===== config.mk =====
export PLATFORM = sky130hd
export DESIGN_NAME = fpio_front_panel
export DESIGN_NICKNAME = d
export VERILOG_FILES = /design/src/hw/fpio_pkg.sv /design/src/hw/fpio_edge_cnt.sv /design/src/hw/fpio_led_stretch.sv /design/src/hw/fpio_front_panel.sv
export VERILOG_INCLUDE_DIRS = /design/src /design/src/hw
export SDC_FILE = /design/constraint.sdc
export NUM_CORES = 1
export LEC_CHECK = 0
export BUFFER_PORTS_ARGS = -buffer_cell sky130_fd_sc_hd__buf_2
export CORE_UTILIZATION = 60
export CTS_CLUSTER_SIZE = 12
export DETAILED_ROUTE_END_ITERATION = 16
export GPL_TIMING_DRIVEN = 0
export PLACE_DENSITY_LB_ADDON = 0.2
export SLEW_MARGIN = 20
export SYNTH_ARGS = -nofsm -noshare
export SYNTH_HDL_FRONTEND = slang
export SYNTH_HIERARCHICAL = 1
export SYNTH_SLANG_ARGS = --single-unit

===== constraint.sdc =====
create_clock -name mclk -period 3.1 [get_ports mclk]
set_input_delay 0.155 -clock mclk [delete_from_list [all_inputs] [get_ports mclk]]
set_output_delay 0.155 -clock mclk [all_outputs]
set_load 0.02 [all_outputs]

===== src/hw/fpio_regs.svh =====
// Purpose: offsets, bit positions and timing constants of the front panel
// Assumes: 16-bit register port at byte offsets
// Notes: definitions only
`ifndef FPIO_REGS_SVH
`define FPIO_REGS_SVH
// ----------------------------------------------------------------------
// register offsets
// ----------------------------------------------------------------------
`define FPIO_PULSED_CTRL_OFS 16'h040c
`define FPIO_NIM_STATUS_OFS 16'h0700
`define FPIO_ECL_STATUS_OFS 16'h0706
`define FPIO_LTS_A_OFS 16'h0708
`define FPIO_LTS_B_OFS 16'h070a
`define FPIO_LTS_C_OFS 16'h070c
`define FPIO_TRIG_SEL_OFS 16'h0730
`define FPIO_ECL_DIN_OFS 16'h0732
`define FPIO_ECL_DOUT_OFS 16'h0734
`define FPIO_UCNT0_OFS 16'h07f2
`define FPIO_UCNT1_OFS 16'h07f4
`define FPIO_UCNT2_OFS 16'h07f6
`define FPIO_UCNT3_OFS 16'h07f8
`define FPIO_UCNT4_OFS 16'h07fa
`define FPIO_UCNT5_OFS 16'h07fc
`define FPIO_UCNT6_OFS 16'h07fe
`define FPIO_UCNT7_OFS 16'h0800
`define FPIO_SD_CONFIG_OFS 16'h0848
// ----------------------------------------------------------------------
// fields and reset values
// ----------------------------------------------------------------------
`define FPIO_CLR_CNT_BIT 3
`define FPIO_CLK_SEL_BIT 15
`define FPIO_TRIG_SEL_BIT 0
`define FPIO_VETO_BIT 0
`define FPIO_STRB_BIT 1
`define FPIO_SD_CONFIG_RST 16'h0000
`define FPIO_NIM_TRIG 0
`define FPIO_NIM_COPY 1
`define FPIO_NIM_GP 7
// ----------------------------------------------------------------------
// timing
// ----------------------------------------------------------------------
`define FPIO_CLK_PERIOD_NS 20
`define FPIO_TRIG_PULSE_NS 20
`define FPIO_TRIG_PULSE_CYC \
  ((`FPIO_TRIG_PULSE_NS + `FPIO_CLK_PERIOD_NS - 1) / `FPIO_CLK_PERIOD_NS)
`define FPIO_LED_HOLD_MS 50
`define FPIO_LED_HOLD_CYC (`FPIO_LED_HOLD_MS * 1000000 / `FPIO_CLK_PERIOD_NS)
`define FPIO_CFG_BLINK_MS 100
`define FPIO_CFG_BLINK_CYC \
  (`FPIO_CFG_BLINK_MS * 1000000 / `FPIO_CLK_PERIOD_NS)
`endif


===== src/hw/fpio_pkg.sv =====
// Purpose: shared types of the front panel block
// Assumes: nothing
// Notes: constants live in fpio_regs.svh
package fpio_pkg;
  typedef logic [15:0] fpio_word_t;
  typedef enum logic [1:0] {
    LOCK_IDLE = 2'b01,
    LOCK_BUSY = 2'b10
  } fpio_lock_e;
endpackage : fpio_pkg


===== src/hw/fpio_edge_cnt.sv =====
// Purpose: synchronise one input, find leading edges, count them
// Assumes: clr is a one-cycle pulse
// Notes: an edge in the clear cycle counts as the first one
`timescale 1ns/100ps
module fpio_edge_cnt #(
  parameter int CNT_W = 16
) (
  input wire logic mclk,
  input wire logic rst_b,
  input wire logic ce,
  input wire logic din,
  input wire logic clr,
  output logic level,
  output logic rise,
  output logic [CNT_W-1:0] count
);
  logic sync_a;
  logic prev;

  generate
    if (CNT_W < 1) begin : g_bad_width
      $error("fpio_edge_cnt: CNT_W must be at least 1");
    end
  endgenerate

  assign rise = level & ~prev;

  always_ff @(posedge mclk) begin
    if (!rst_b) begin
      sync_a <= 1'b0;
      level <= 1'b0;
      prev <= 1'b0;
    end else if (ce) begin
      sync_a <= din;
      level <= sync_a;
      prev <= level;
    end
  end

  always_ff @(posedge mclk) begin
    if (!rst_b) begin
      count <= '0;
    end else if (ce) begin
      if (clr) begin
        count <= rise ? CNT_W'(1) : '0;
      end else if (rise) begin
        count <= count + CNT_W'(1);
      end
    end
  end
endmodule : fpio_edge_cnt


===== src/hw/fpio_led_stretch.sv =====
// Purpose: stretch a one-cycle event into a visible indicator flash
// Assumes: HOLD cycles is the visible on-time
// Notes: each new event restarts the on-time
`timescale 1ns/100ps
module fpio_led_stretch #(
  parameter int HOLD = 2500000
) (
  input wire logic mclk,
  input wire logic rst_b,
  input wire logic ce,
  input wire logic trig,
  output logic led
);
  localparam int CW = $clog2(HOLD + 1);
  logic [CW-1:0] left;

  generate
    if (HOLD < 1) begin : g_bad_hold
      $error("fpio_led_stretch: HOLD must be at least 1");
    end
  endgenerate

  always_ff @(posedge mclk) begin
    if (!rst_b) begin
      left <= '0;
      led <= 1'b0;
    end else if (ce) begin
      if (trig) begin
        left <= CW'(HOLD - 1);
        led <= 1'b1;
      end else if (left != '0) begin
        left <= left - CW'(1);
      end else begin
        led <= 1'b0;
      end
    end
  end
endmodule : fpio_led_stretch


===== src/hw/fpio_front_panel.sv =====
// Purpose: front panel NIM/ECL signals, edge counters and status LEDs
// Assumes: mclk is the multiplexed board clock; osc_clk the local oscillator
// Notes: registers are 16 bits wide at their byte offsets
//
// Design decisions made here: the register addresses and the address-and-strobe port.
`timescale 1ns/100ps
`include "fpio_regs.svh"

// How it works
// (RULE1) first diagnostic pair copies board clock
// (RULE2) second diagnostic pair copies NIM input 1
// (RULE3) third diagnostic pair copies local oscillator
// (RULE4) ECL word strobe may be local trigger
// (RULE5) veto level only readable in status
// (RULE6) ECL data bits inputs unless drivers fitted
// (RULE7) bus LED flashes on every access
// (RULE8) config LED blinks while configuring
// (RULE9) status LED 1 flashes on coincidence
// (RULE10) status LED 2 flashes on NIM 1 edge
// (RULE11) status LED 3 flashes on local trigger
// (RULE12) status LED 4 flashes on NIM 7 edge
// (RULE13) every NIM input has an edge counter
// (RULE14) NIM output 0 pulses 20 ns on trigger
// (RULE15) NIM output 1 high during timestamp readout
// (RULE16) NIM output 2 copies link sync flag
// (RULE17) NIM output 3 copies coincidence output
// (RULE18) pulsed bit 3 clears all counters
// (RULE19) link config bit 15 selects clock
// (RULE20) each counter readable at own offset
// (RULE21) inputs synchronised and edge detected first
// (RULE22) LED flashes stretched and retriggered
module fpio_front_panel
  import fpio_pkg::*;
#(
  parameter int CNT_W = 16,
  parameter bit DRIVERS_FITTED = 1'b0,
  parameter int LED_HOLD_CYC = `FPIO_LED_HOLD_CYC,
  parameter int CFG_BLINK_CYC = `FPIO_CFG_BLINK_CYC
) (
  input wire logic mclk,
  input wire logic rst_b,
  input wire logic ce,
  input wire logic [15:0] reg_addr,
  input wire logic [15:0] reg_wdata,
  input wire logic reg_wr,
  input wire logic reg_rd,
  output fpio_word_t reg_rdata,
  input wire logic osc_clk,
  input wire logic [7:0] nim_in,
  output logic [3:0] nim_out,
  input wire logic ecl_alt_trigger_input,
  input wire logic ecl_veto_input,
  input wire logic [15:0] ecl_data_in,
  output logic [15:0] ecl_data_out,
  output logic [15:0] ecl_data_oe_b,
  output logic diag_out_muxed_clock_p,
  output logic diag_out_muxed_clock_n,
  output logic diag_out_input_copy_p,
  output logic diag_out_input_copy_n,
  output logic diag_out_oscillator_p,
  output logic diag_out_oscillator_n,
  output logic clk_sel,
  output logic local_trig,
  input wire logic [47:0] latched_ts,
  input wire logic bus_access,
  input wire logic cfg_busy,
  input wire logic coinc_in,
  input wire logic sync_flag,
  output logic led_bus,
  output logic led_cfg,
  output logic led_fw,
  output logic [3:0] led_stat
);
  // ----------------------------------------------------------------------
  // parameter checks
  // ----------------------------------------------------------------------
  generate
    if (CNT_W < 1 || CNT_W > 16) begin : g_bad_cnt
      $error("fpio_front_panel: CNT_W must be 1 to 16");
    end
    if (LED_HOLD_CYC < 1 || CFG_BLINK_CYC < 1) begin : g_bad_time
      $error("fpio_front_panel: LED times must be at least one cycle");
    end
  endgenerate

  localparam int PCW = $clog2(`FPIO_TRIG_PULSE_CYC + 1);
  localparam int BCW = $clog2(CFG_BLINK_CYC + 1);
  localparam logic [15:0] UCNT_OFS [8] = '{
    `FPIO_UCNT0_OFS, `FPIO_UCNT1_OFS, `FPIO_UCNT2_OFS, `FPIO_UCNT3_OFS,
    `FPIO_UCNT4_OFS, `FPIO_UCNT5_OFS, `FPIO_UCNT6_OFS, `FPIO_UCNT7_OFS
  };

  // ----------------------------------------------------------------------
  // declarations
  // ----------------------------------------------------------------------
  logic [7:0] nim_lvl;
  logic [7:0] nim_rise;
  logic [CNT_W-1:0] cnt [8];
  logic [15:0] cnt_word [8];
  logic [7:0] cnt_hit;
  logic [15:0] cnt_or [9];
  logic [1:0] ecl_sync_a;
  logic [1:0] ecl_lvl;
  logic strb_prev;
  logic strb_rise;
  logic [15:0] ecl_din_a;
  logic [15:0] ecl_din;
  logic [15:0] sd_config;
  logic trig_sel;
  logic [15:0] ecl_dout_reg;
  logic clr_cnt;
  logic trig_rise;
  logic [PCW-1:0] pulse_left;
  fpio_lock_e lock_state;
  fpio_lock_e next_lock_state;
  logic [2:0] ts_seen;
  logic [2:0] next_ts_seen;
  logic [2:0] ts_hit;
  logic coinc_prev;
  logic coinc_rise;
  logic [4:0] led_ev;
  logic [4:0] led_q;
  logic [BCW-1:0] blink_cnt;
  logic blink;
  logic copy_q;
  logic sync_q;
  logic coinc_q;

  // ----------------------------------------------------------------------
  // diagnostic outputs and clock select
  // ----------------------------------------------------------------------
  assign diag_out_muxed_clock_p = mclk; // RULE1
  assign diag_out_muxed_clock_n = ~mclk; // RULE1
  assign diag_out_oscillator_p = osc_clk; // RULE3
  assign diag_out_oscillator_n = ~osc_clk; // RULE3
  assign diag_out_input_copy_p = copy_q; // RULE2
  assign diag_out_input_copy_n = ~copy_q; // RULE2
  assign clk_sel = sd_config[`FPIO_CLK_SEL_BIT]; // RULE19

  // ----------------------------------------------------------------------
  // NIM input synchronisers and edge counters
  // ----------------------------------------------------------------------
  generate
    for (genvar i = 0; i < 8; i++) begin : g_nim
      fpio_edge_cnt #(
        .CNT_W(CNT_W)
      ) u_cnt (
        .mclk(mclk),
        .rst_b(rst_b),
        .ce(ce),
        .din(nim_in[i]),
        .clr(clr_cnt),
        .level(nim_lvl[i]),
        .rise(nim_rise[i]),
        .count(cnt[i])
      ); // RULE13 RULE21
      assign cnt_word[i] = 16'(cnt[i]);
      assign cnt_hit[i] = reg_addr == UCNT_OFS[i]; // RULE20
      assign cnt_or[i+1] = cnt_or[i] | ({16{cnt_hit[i]}} & cnt_word[i]);
    end
  endgenerate
  assign cnt_or[0] = 16'h0000;

  // ----------------------------------------------------------------------
  // ECL input synchronisers
  // ----------------------------------------------------------------------
  always_ff @(posedge mclk) begin
    if (!rst_b) begin
      ecl_sync_a <= 2'h0;
      ecl_lvl <= 2'h0;
      strb_prev <= 1'b0;
      ecl_din_a <= 16'h0000;
      ecl_din <= 16'h0000;
    end else if (ce) begin
      ecl_sync_a <= {ecl_alt_trigger_input, ecl_veto_input}; // RULE21
      ecl_lvl <= ecl_sync_a;
      strb_prev <= ecl_lvl[`FPIO_STRB_BIT];
      ecl_din_a <= ecl_data_in; // RULE6
      ecl_din <= ecl_din_a;
    end
  end
  assign strb_rise = ecl_lvl[`FPIO_STRB_BIT] & ~strb_prev; // RULE21

  // data connector pairs only drive when driver parts are fitted
  assign ecl_data_oe_b = DRIVERS_FITTED ? 16'h0000 : 16'hffff; // RULE6
  assign ecl_data_out = ecl_dout_reg;

  // ----------------------------------------------------------------------
  // register write path
  // ----------------------------------------------------------------------
  wire wr_en = reg_wr & ce;
  wire rd_en = reg_rd & ce;
  wire wr_pulsed = wr_en & (reg_addr == `FPIO_PULSED_CTRL_OFS);
  wire wr_sd = wr_en & (reg_addr == `FPIO_SD_CONFIG_OFS);
  wire wr_tsel = wr_en & (reg_addr == `FPIO_TRIG_SEL_OFS);
  wire wr_dout = wr_en & (reg_addr == `FPIO_ECL_DOUT_OFS);
  // the pulsed register self-clears: nothing is stored
  assign clr_cnt = wr_pulsed & reg_wdata[`FPIO_CLR_CNT_BIT]; // RULE18

  always_ff @(posedge mclk) begin
    if (!rst_b) begin
      sd_config <= `FPIO_SD_CONFIG_RST;
      trig_sel <= 1'b0;
      ecl_dout_reg <= 16'h0000;
    end else begin
      if (wr_sd) begin
        sd_config <= reg_wdata; // RULE19
      end
      if (wr_tsel) begin
        trig_sel <= reg_wdata[`FPIO_TRIG_SEL_BIT]; // RULE4
      end
      if (wr_dout) begin
        ecl_dout_reg <= reg_wdata;
      end
    end
  end

  // ----------------------------------------------------------------------
  // register read path
  // ----------------------------------------------------------------------
  wire hit_nim = reg_addr == `FPIO_NIM_STATUS_OFS;
  wire hit_ecl = reg_addr == `FPIO_ECL_STATUS_OFS;
  wire hit_sd = reg_addr == `FPIO_SD_CONFIG_OFS;
  wire hit_tsel = reg_addr == `FPIO_TRIG_SEL_OFS;
  wire hit_din = reg_addr == `FPIO_ECL_DIN_OFS;
  wire hit_dout = reg_addr == `FPIO_ECL_DOUT_OFS;
  assign ts_hit[0] = reg_addr == `FPIO_LTS_A_OFS;
  assign ts_hit[1] = reg_addr == `FPIO_LTS_B_OFS;
  assign ts_hit[2] = reg_addr == `FPIO_LTS_C_OFS;

  wire [15:0] ecl_status = {14'h0000, ecl_lvl}; // RULE5
  wire [15:0] rd_mux =
      ({16{hit_nim}} & {8'h00, nim_lvl})
    | ({16{hit_ecl}} & ecl_status)
    | ({16{hit_sd}} & sd_config)
    | ({16{hit_tsel}} & {15'h0000, trig_sel})
    | ({16{hit_din}} & ecl_din)
    | ({16{hit_dout}} & ecl_dout_reg)
    | ({16{ts_hit[0]}} & latched_ts[47:32])
    | ({16{ts_hit[1]}} & latched_ts[31:16])
    | ({16{ts_hit[2]}} & latched_ts[15:0])
    | cnt_or[8]; // RULE20

  always_ff @(posedge mclk) begin
    if (!rst_b) begin
      reg_rdata <= 16'h0000;
    end else if (ce) begin
      reg_rdata <= reg_rd ? rd_mux : 16'h0000;
    end
  end

  // ----------------------------------------------------------------------
  // local trigger and its output pulse
  // ----------------------------------------------------------------------
  assign trig_rise = trig_sel ? strb_rise : nim_rise[`FPIO_NIM_TRIG]; // RULE4
  assign local_trig = trig_rise;

  always_ff @(posedge mclk) begin
    if (!rst_b) begin
      pulse_left <= '0;
    end else if (ce) begin
      if (trig_rise) begin
        pulse_left <= PCW'(`FPIO_TRIG_PULSE_CYC); // RULE14
      end else if (pulse_left != '0) begin
        pulse_left <= pulse_left - PCW'(1);
      end
    end
  end

  // ----------------------------------------------------------------------
  // timestamp readout lockout
  // ----------------------------------------------------------------------
  always_comb begin
    next_lock_state = lock_state;
    next_ts_seen = ts_seen;
    case (lock_state)
      LOCK_IDLE: begin
        if (rd_en && ts_hit != 3'h0) begin
          next_lock_state = LOCK_BUSY; // RULE15
          next_ts_seen = ts_hit;
        end
      end
      LOCK_BUSY: begin
        if (rd_en) begin
          next_ts_seen = ts_seen | ts_hit;
        end
        if (next_ts_seen == 3'h7) begin
          next_lock_state = LOCK_IDLE; // RULE15
          next_ts_seen = 3'h0;
        end
      end
      default: begin
        next_lock_state = LOCK_IDLE;
        next_ts_seen = 3'h0;
      end
    endcase
  end

  always_ff @(posedge mclk) begin
    if (!rst_b) begin
      lock_state <= LOCK_IDLE;
      ts_seen <= 3'h0;
    end else if (ce) begin
      lock_state <= next_lock_state;
      ts_seen <= next_ts_seen;
    end
  end

  // ----------------------------------------------------------------------
  // copied levels and NIM outputs
  // ----------------------------------------------------------------------
  always_ff @(posedge mclk) begin
    if (!rst_b) begin
      copy_q <= 1'b0;
      sync_q <= 1'b0;
      coinc_q <= 1'b0;
      coinc_prev <= 1'b0;
    end else if (ce) begin
      copy_q <= nim_lvl[`FPIO_NIM_COPY]; // RULE2
      sync_q <= sync_flag; // RULE16
      coinc_q <= coinc_in; // RULE17
      coinc_prev <= coinc_in;
    end
  end
  assign coinc_rise = coinc_in & ~coinc_prev;

  assign nim_out[0] = pulse_left != '0; // RULE14
  assign nim_out[1] = lock_state == LOCK_BUSY; // RULE15
  assign nim_out[2] = sync_q; // RULE16
  assign nim_out[3] = coinc_q; // RULE17

  // ----------------------------------------------------------------------
  // indicators
  // ----------------------------------------------------------------------
  assign led_ev[0] = bus_access | reg_wr | reg_rd; // RULE7
  assign led_ev[1] = coinc_rise; // RULE9
  assign led_ev[2] = nim_rise[`FPIO_NIM_COPY]; // RULE10
  assign led_ev[3] = trig_rise; // RULE11
  assign led_ev[4] = nim_rise[`FPIO_NIM_GP]; // RULE12

  generate
    for (genvar k = 0; k < 5; k++) begin : g_led
      fpio_led_stretch #(
        .HOLD(LED_HOLD_CYC)
      ) u_led (
        .mclk(mclk),
        .rst_b(rst_b),
        .ce(ce),
        .trig(led_ev[k]),
        .led(led_q[k])
      ); // RULE22
    end
  endgenerate

  assign led_bus = led_q[0];
  assign led_stat = led_q[4:1];
  assign led_fw = 1'b0; // RULE8

  // configuration blink toggles at a fixed slow rate while busy
  always_ff @(posedge mclk) begin
    if (!rst_b) begin
      blink_cnt <= '0;
      blink <= 1'b0;
      led_cfg <= 1'b0;
    end else if (ce) begin
      if (!cfg_busy) begin
        blink_cnt <= '0;
        blink <= 1'b1;
      end else if (blink_cnt == BCW'(CFG_BLINK_CYC - 1)) begin
        blink_cnt <= '0;
        blink <= ~blink;
      end else begin
        blink_cnt <= blink_cnt + BCW'(1);
      end
      led_cfg <= cfg_busy & blink; // RULE8
    end
  end
endmodule : fpio_front_panel


# After elaboration in Yosys (flattened, before gate mapping)
# Index checks and enable logic that the tools add are counted.
[op_classes]
addsub = 15
n_eq_ne = 30
muxes = 60
n_bitwise = 67
reduce_logical = 41
[op_table]
columns = ["op", "count"]
rows = [
  ["16-bit 2-to-1 mux", 17],
  ["16-bit by 11-bit == test with 1-bit output (second input constant)", 16],
  ["16-bit OR", 16],
  ["16-bit bitwise AND", 14],
  ["22-bit 2-to-1 mux", 10],
  ["16-bit by 1-bit adder with 16-bit output (second input constant)", 8],
  ["22-bit nonzero test", 5],
  ["22-bit by 1-bit subtractor with 22-bit output (second input constant)", 5],
  ["23-bit 2-to-1 mux", 2],
  ["2-bit AND reduction", 20],
  ["16-bit by 12-bit == test with 1-bit output (second input constant)", 2],
  ["2-bit nonzero test", 13],
  ["23-bit by 1-bit adder with 23-bit output (second input constant)", 1],
  ["23-bit == test (second input constant)", 1],
  ["1-bit 2-to-1 mux", 23],
  ["1-bit bitwise AND", 18],
  ["16-bit by 1-bit bitwise AND with 16-bit output", 1],
  ["16-bit by 2-bit bitwise AND with 16-bit output", 1],
  ["16-bit by 8-bit bitwise AND with 16-bit output", 1],
  ["1-bit NOT", 13],
  ["3-bit 2-to-1 mux", 4],
  ["2-bit inequality test (second input constant)", 5],
  ["2-bit by 1-bit inequality test with 1-bit output (second input constant)", 3],
  ["3-bit case mux with 2 select lines", 1],
  ["11 further kinds", 13],
]
[word_totals]
regBits = 386
inputBits = 116
out_inout_bits = 67
word_cells = 272

# Longest topological paths before layout
[depth]
ltp_word = 12
mapped_depth = 11
depth_no_buf = 8

# Cells and area by module
# The synthesis kept the hierarchy.
[by_module_without_submodules]
columns = ["mod", "n_inst", "cells_each", "area_per_inst_um2", "seq_area_each_um2"]
rows = [
  ["fpio_edge_cnt", 8, 97, 899.6, 380.4],
  ["fpio_front_panel", 1, 774, 6957.9, 2402.3],
  ["fpio_led_stretch (g_led[2].u_led ...)", 3, 151, 1323.8, 460.4],
  ["fpio_led_stretch (g_led[0].u_led ...)", 2, 153, 1295.0, 460.4],
]

==> impl_metrics.json <==
{
  "path_buf_inv": 6,
  "max-slew-margin-rel_pct": 23.9,
  "end_kind": "register",
  "dp_cells": 2936,
  "slew_violations": 0,
  "num-nets-final": 2743,
  "finish.utilization_pct": 72.4,
  "ys_types": 86,
  "dr.pass1.iters": 6,
  "slowest_delay_ps": 590,
  "layout-drive-gt1-share_pct": 16.8,
  "path_class": "in -> reg",
  "wl_per_cell_microns": 21.5,
  "worstHoldPathCells": 5,
  "grt_max_degree": 60,
  "antenna_cells": 0,
  "synth.most_common_cell": "dfxtp_1",
  "ios": 183,
  "drt-initial-drc-count": 2130,
  "antenna_found_initial": 0,
  "clock.fmax_mhz": 332,
  "power_frac_clock_pct": 33.5,
  "r2r_cells": 8,
  "fin_crit_sh_pct": 97.1,
  "async_reset_ff_share_pct": 0,
  "min_path_type": "in -> reg",
  "fp-row-count": 67,
  "critPathArrivalTime_ps": 3550,
  "netlist_area_sq_mm": 0.0207,
  "dp_hpwl_microns": 46700,
  "share_comb_of_total_power_pct": 30.3,
  "power_density_mw_per_mm2": 672,
  "seqPwrFrac_pct": 36.2,
  "synth-edff-count": 0,
  "die-height_microns": 188,
  "setup_violations": 0,
  "port_buffers": 164,
  "post-route-cell-area_sq_mm": 0.0245,
  "fin_skew_ps": 24.0,
  "final-hold-violation-count": 0,
  "p_int_mw": 11.0,
  "ant_nets": 0,
  "rsz0062_at_grt": "no",
  "synthCells": 2309,
  "rrSetupSlack_ps": 130,
  "p_leak_nw": 9.04,
  "path_cells": "buf_2, or4_4, buf_6, buf_6, buf_6, nor4_2, and4_4, clkbuf_1, nand2_1, nand2_1, buf_1, nor2_1",
  "crit_path_top_delay_cell": "or4_4",
  "ir_drop_mv": 0.857,
  "syn2layout_area_growth_pct": 18.1,
  "grt.total_usage_pct": 36.8,
  "ys_seq_elements": 387,
  "p_sw_share_pct": 33.4,
  "fin_cells": 3089,
  "vias": 20000,
  "die_area_sq_mm": 0.0353,
  "die_w_microns": 188,
  "finalWeightedCongestion": 1.03,
  "cpLargestDelayFamily": "simple AND/OR/NAND/NOR gates",
  "placed_area_sq_mm": 0.0222,
  "synth-main-ff-cell": "dfxtp_1",
  "initial_core_util_pct": 61.3,
  "status": "complete, no violations",
  "finalSetupTns_ps": 0,
  "synth_top_cell_by_area": "dfxtp_1",
  "coreArea_sq_mm": 0.0338,
  "syn_avg_cell_area_sq_um": 8.97,
  "required_ps": 3630,
  "fin_crit_ps": 3010,
  "crit_top_cell": "buf_6",
  "cp.depth": 12,
  "synth_area_leaders": "dfxtp_1, mux2i_1, nand2_1, a21oi_1, xor2_1",
  "clk_latency_ps": 680,
  "pre_cts_slack_ps": -1000,
  "seq_area_frac_synth_pct": 37.4,
  "drcViolationCount": 0,
  "maxCapViolations": 0,
  "crit_fanout": 10,
  "power_switching_mw": 5.49,
  "max_slew.worst_pin.slew_ps": 1130,
  "setup_slack_ps": 88.4,
  "grt_pass1_wl_microns": 103000,
  "grt_remaining_overflow": 0,
  "setup.worst_path.start_class": "input pin",
  "grt_pass1_vias": 18700,
  "p_total_mw": 16.4,
  "synth_top_area_share_pct": 37.4,
  "cts_setup_buffers": 0,
  "holdWs_ps": 20.0,
  "viasPerCell": 6.46,
  "routed_wl_microns": 66300,
  "synth_warnings": 6,
  "cts_tree": "built",
  "clkTransAtPathRegs_ps": 60,
  "synth_common_cells": "dfxtp_1, nand2_1, a21oi_1"
}
==> registers in the layout (all words and copies together), names as in the netlist, 2 cells and up <==
| signal | count |
|---|---|
| blink_cnt | 23 |
| ecl_data_out | 16 |
| ecl_din | 16 |
| ecl_din_a | 16 |
| ecl_lvl | 2 |
| ecl_sync_a | 2 |
| g_led.u_led/led | 5 |
| g_led.u_led/left | 110 |
| g_nim.u_cnt/count | 128 |
| g_nim.u_cnt/level | 8 |
| g_nim.u_cnt/prev | 8 |
| g_nim.u_cnt/sync_a | 8 |
| lock_state | 2 |
| reg_rdata | 16 |
| sd_config | 16 |
| ts_seen | 3 |
==> worst register-to-register path: cells and delay by family (launching register included) <==
kind | cells | cell delay (ps)
buf+inv | 3 | 850
compound gates | 3 | 820
simple gates | 2 | 790
flops | 1 | 450
==> power by group through the flow <==
stage               sequential [mW]  clock [mW]  combinational [mW]
CTS                            5.95        5.57                4.93
detailed placement             6.05      0.0816                4.83
global placement               6.02      0.0816                4.71
floorplan                      5.93      0.0608                3.94
global route                   6.03        5.78                5.47
finish                         5.96        5.51                4.98
==> final cells by class <==
cell class	count	area, sq um
multi-input cells	1760	12200
fillers	2646	9320
flip-flops and latches	387	7750
repair buffers	237	1570
clock buffers	70	1390
plain buffers	142	779
well taps	448	561
clock inverters	11	134
inverters	34	128
==> per-layer routing <==
metal  vias to the layer above  track usage, %  wire length (microns)
met2                      1046            58.5                  29900
met5                         -               0                      0
met4                         0            20.7                   3730
met3                       230            6.49                   6490
li1                       9175               -                      -
met1                      9501            47.3                  26100
==> cell usage in the layout, fill, tap and decap left out, drive strengths merged, types with 21 or more instances in the layout <==
cell type / count
dfxtp: 387
buf: 252
nand2: 201
a21oi: 150
nor2: 146
o21ai: 131
clkbuf: 122
nor2b: 108
or3: 92
mux2i: 87
xor2: 82
dlygate4sd3: 75
nor4: 56
nand4: 52
nand3: 43
o211ai: 41
nor3: 37
or4: 37
inv: 36
o31ai: 35
a22oi: 33
a21boi: 33
and3: 25
and2: 25
xnor2: 25
nand4b: 24
mux2: 24
and4: 23
o2111ai: 21
==> final timing paths <==
check                            start                 endpoint
setup / recovery          reg_addr[13]  g_nim[2].u_cnt/count[5]
hold / removal          latched_ts[23]             reg_rdata[7]
setup reg to reg  g_nim[0].u_cnt/level  g_led[3].u_led/left[15]
hold reg to reg           sd_config[2]             sd_config[2]
==> kinds of logic (layout without fill, tap and decap cells) <==
| group | count (synthesis) | in the layout | synth area share, % |
|---|---|---|---|
| AO/OA/AOI/OAI | 584 | 584 | 20.1 |
| XOR/XNOR | 107 | 107 | 4.52 |
| adder cells (fa/ha/maj) | 16 | 16 | 0.966 |
| buffers and inverters | 177 | 494 | 4.38 |
| flip-flops | 387 | 387 | 37.4 |
| multiplexers | 115 | 115 | 5.94 |
| other | 2 | 17 | 0.0363 |
| AND/OR/NAND/NOR | 921 | 921 | 26.7 |
==> what timing repair did <==
item	4_1_cts	5_1_grt
resized for setup	3	8
hold endpoints to repair	82	0
hold buffers	75	0
endpoints found under the setup margin	113	101
Note: power is estimated with default switching activity, not from simulation.
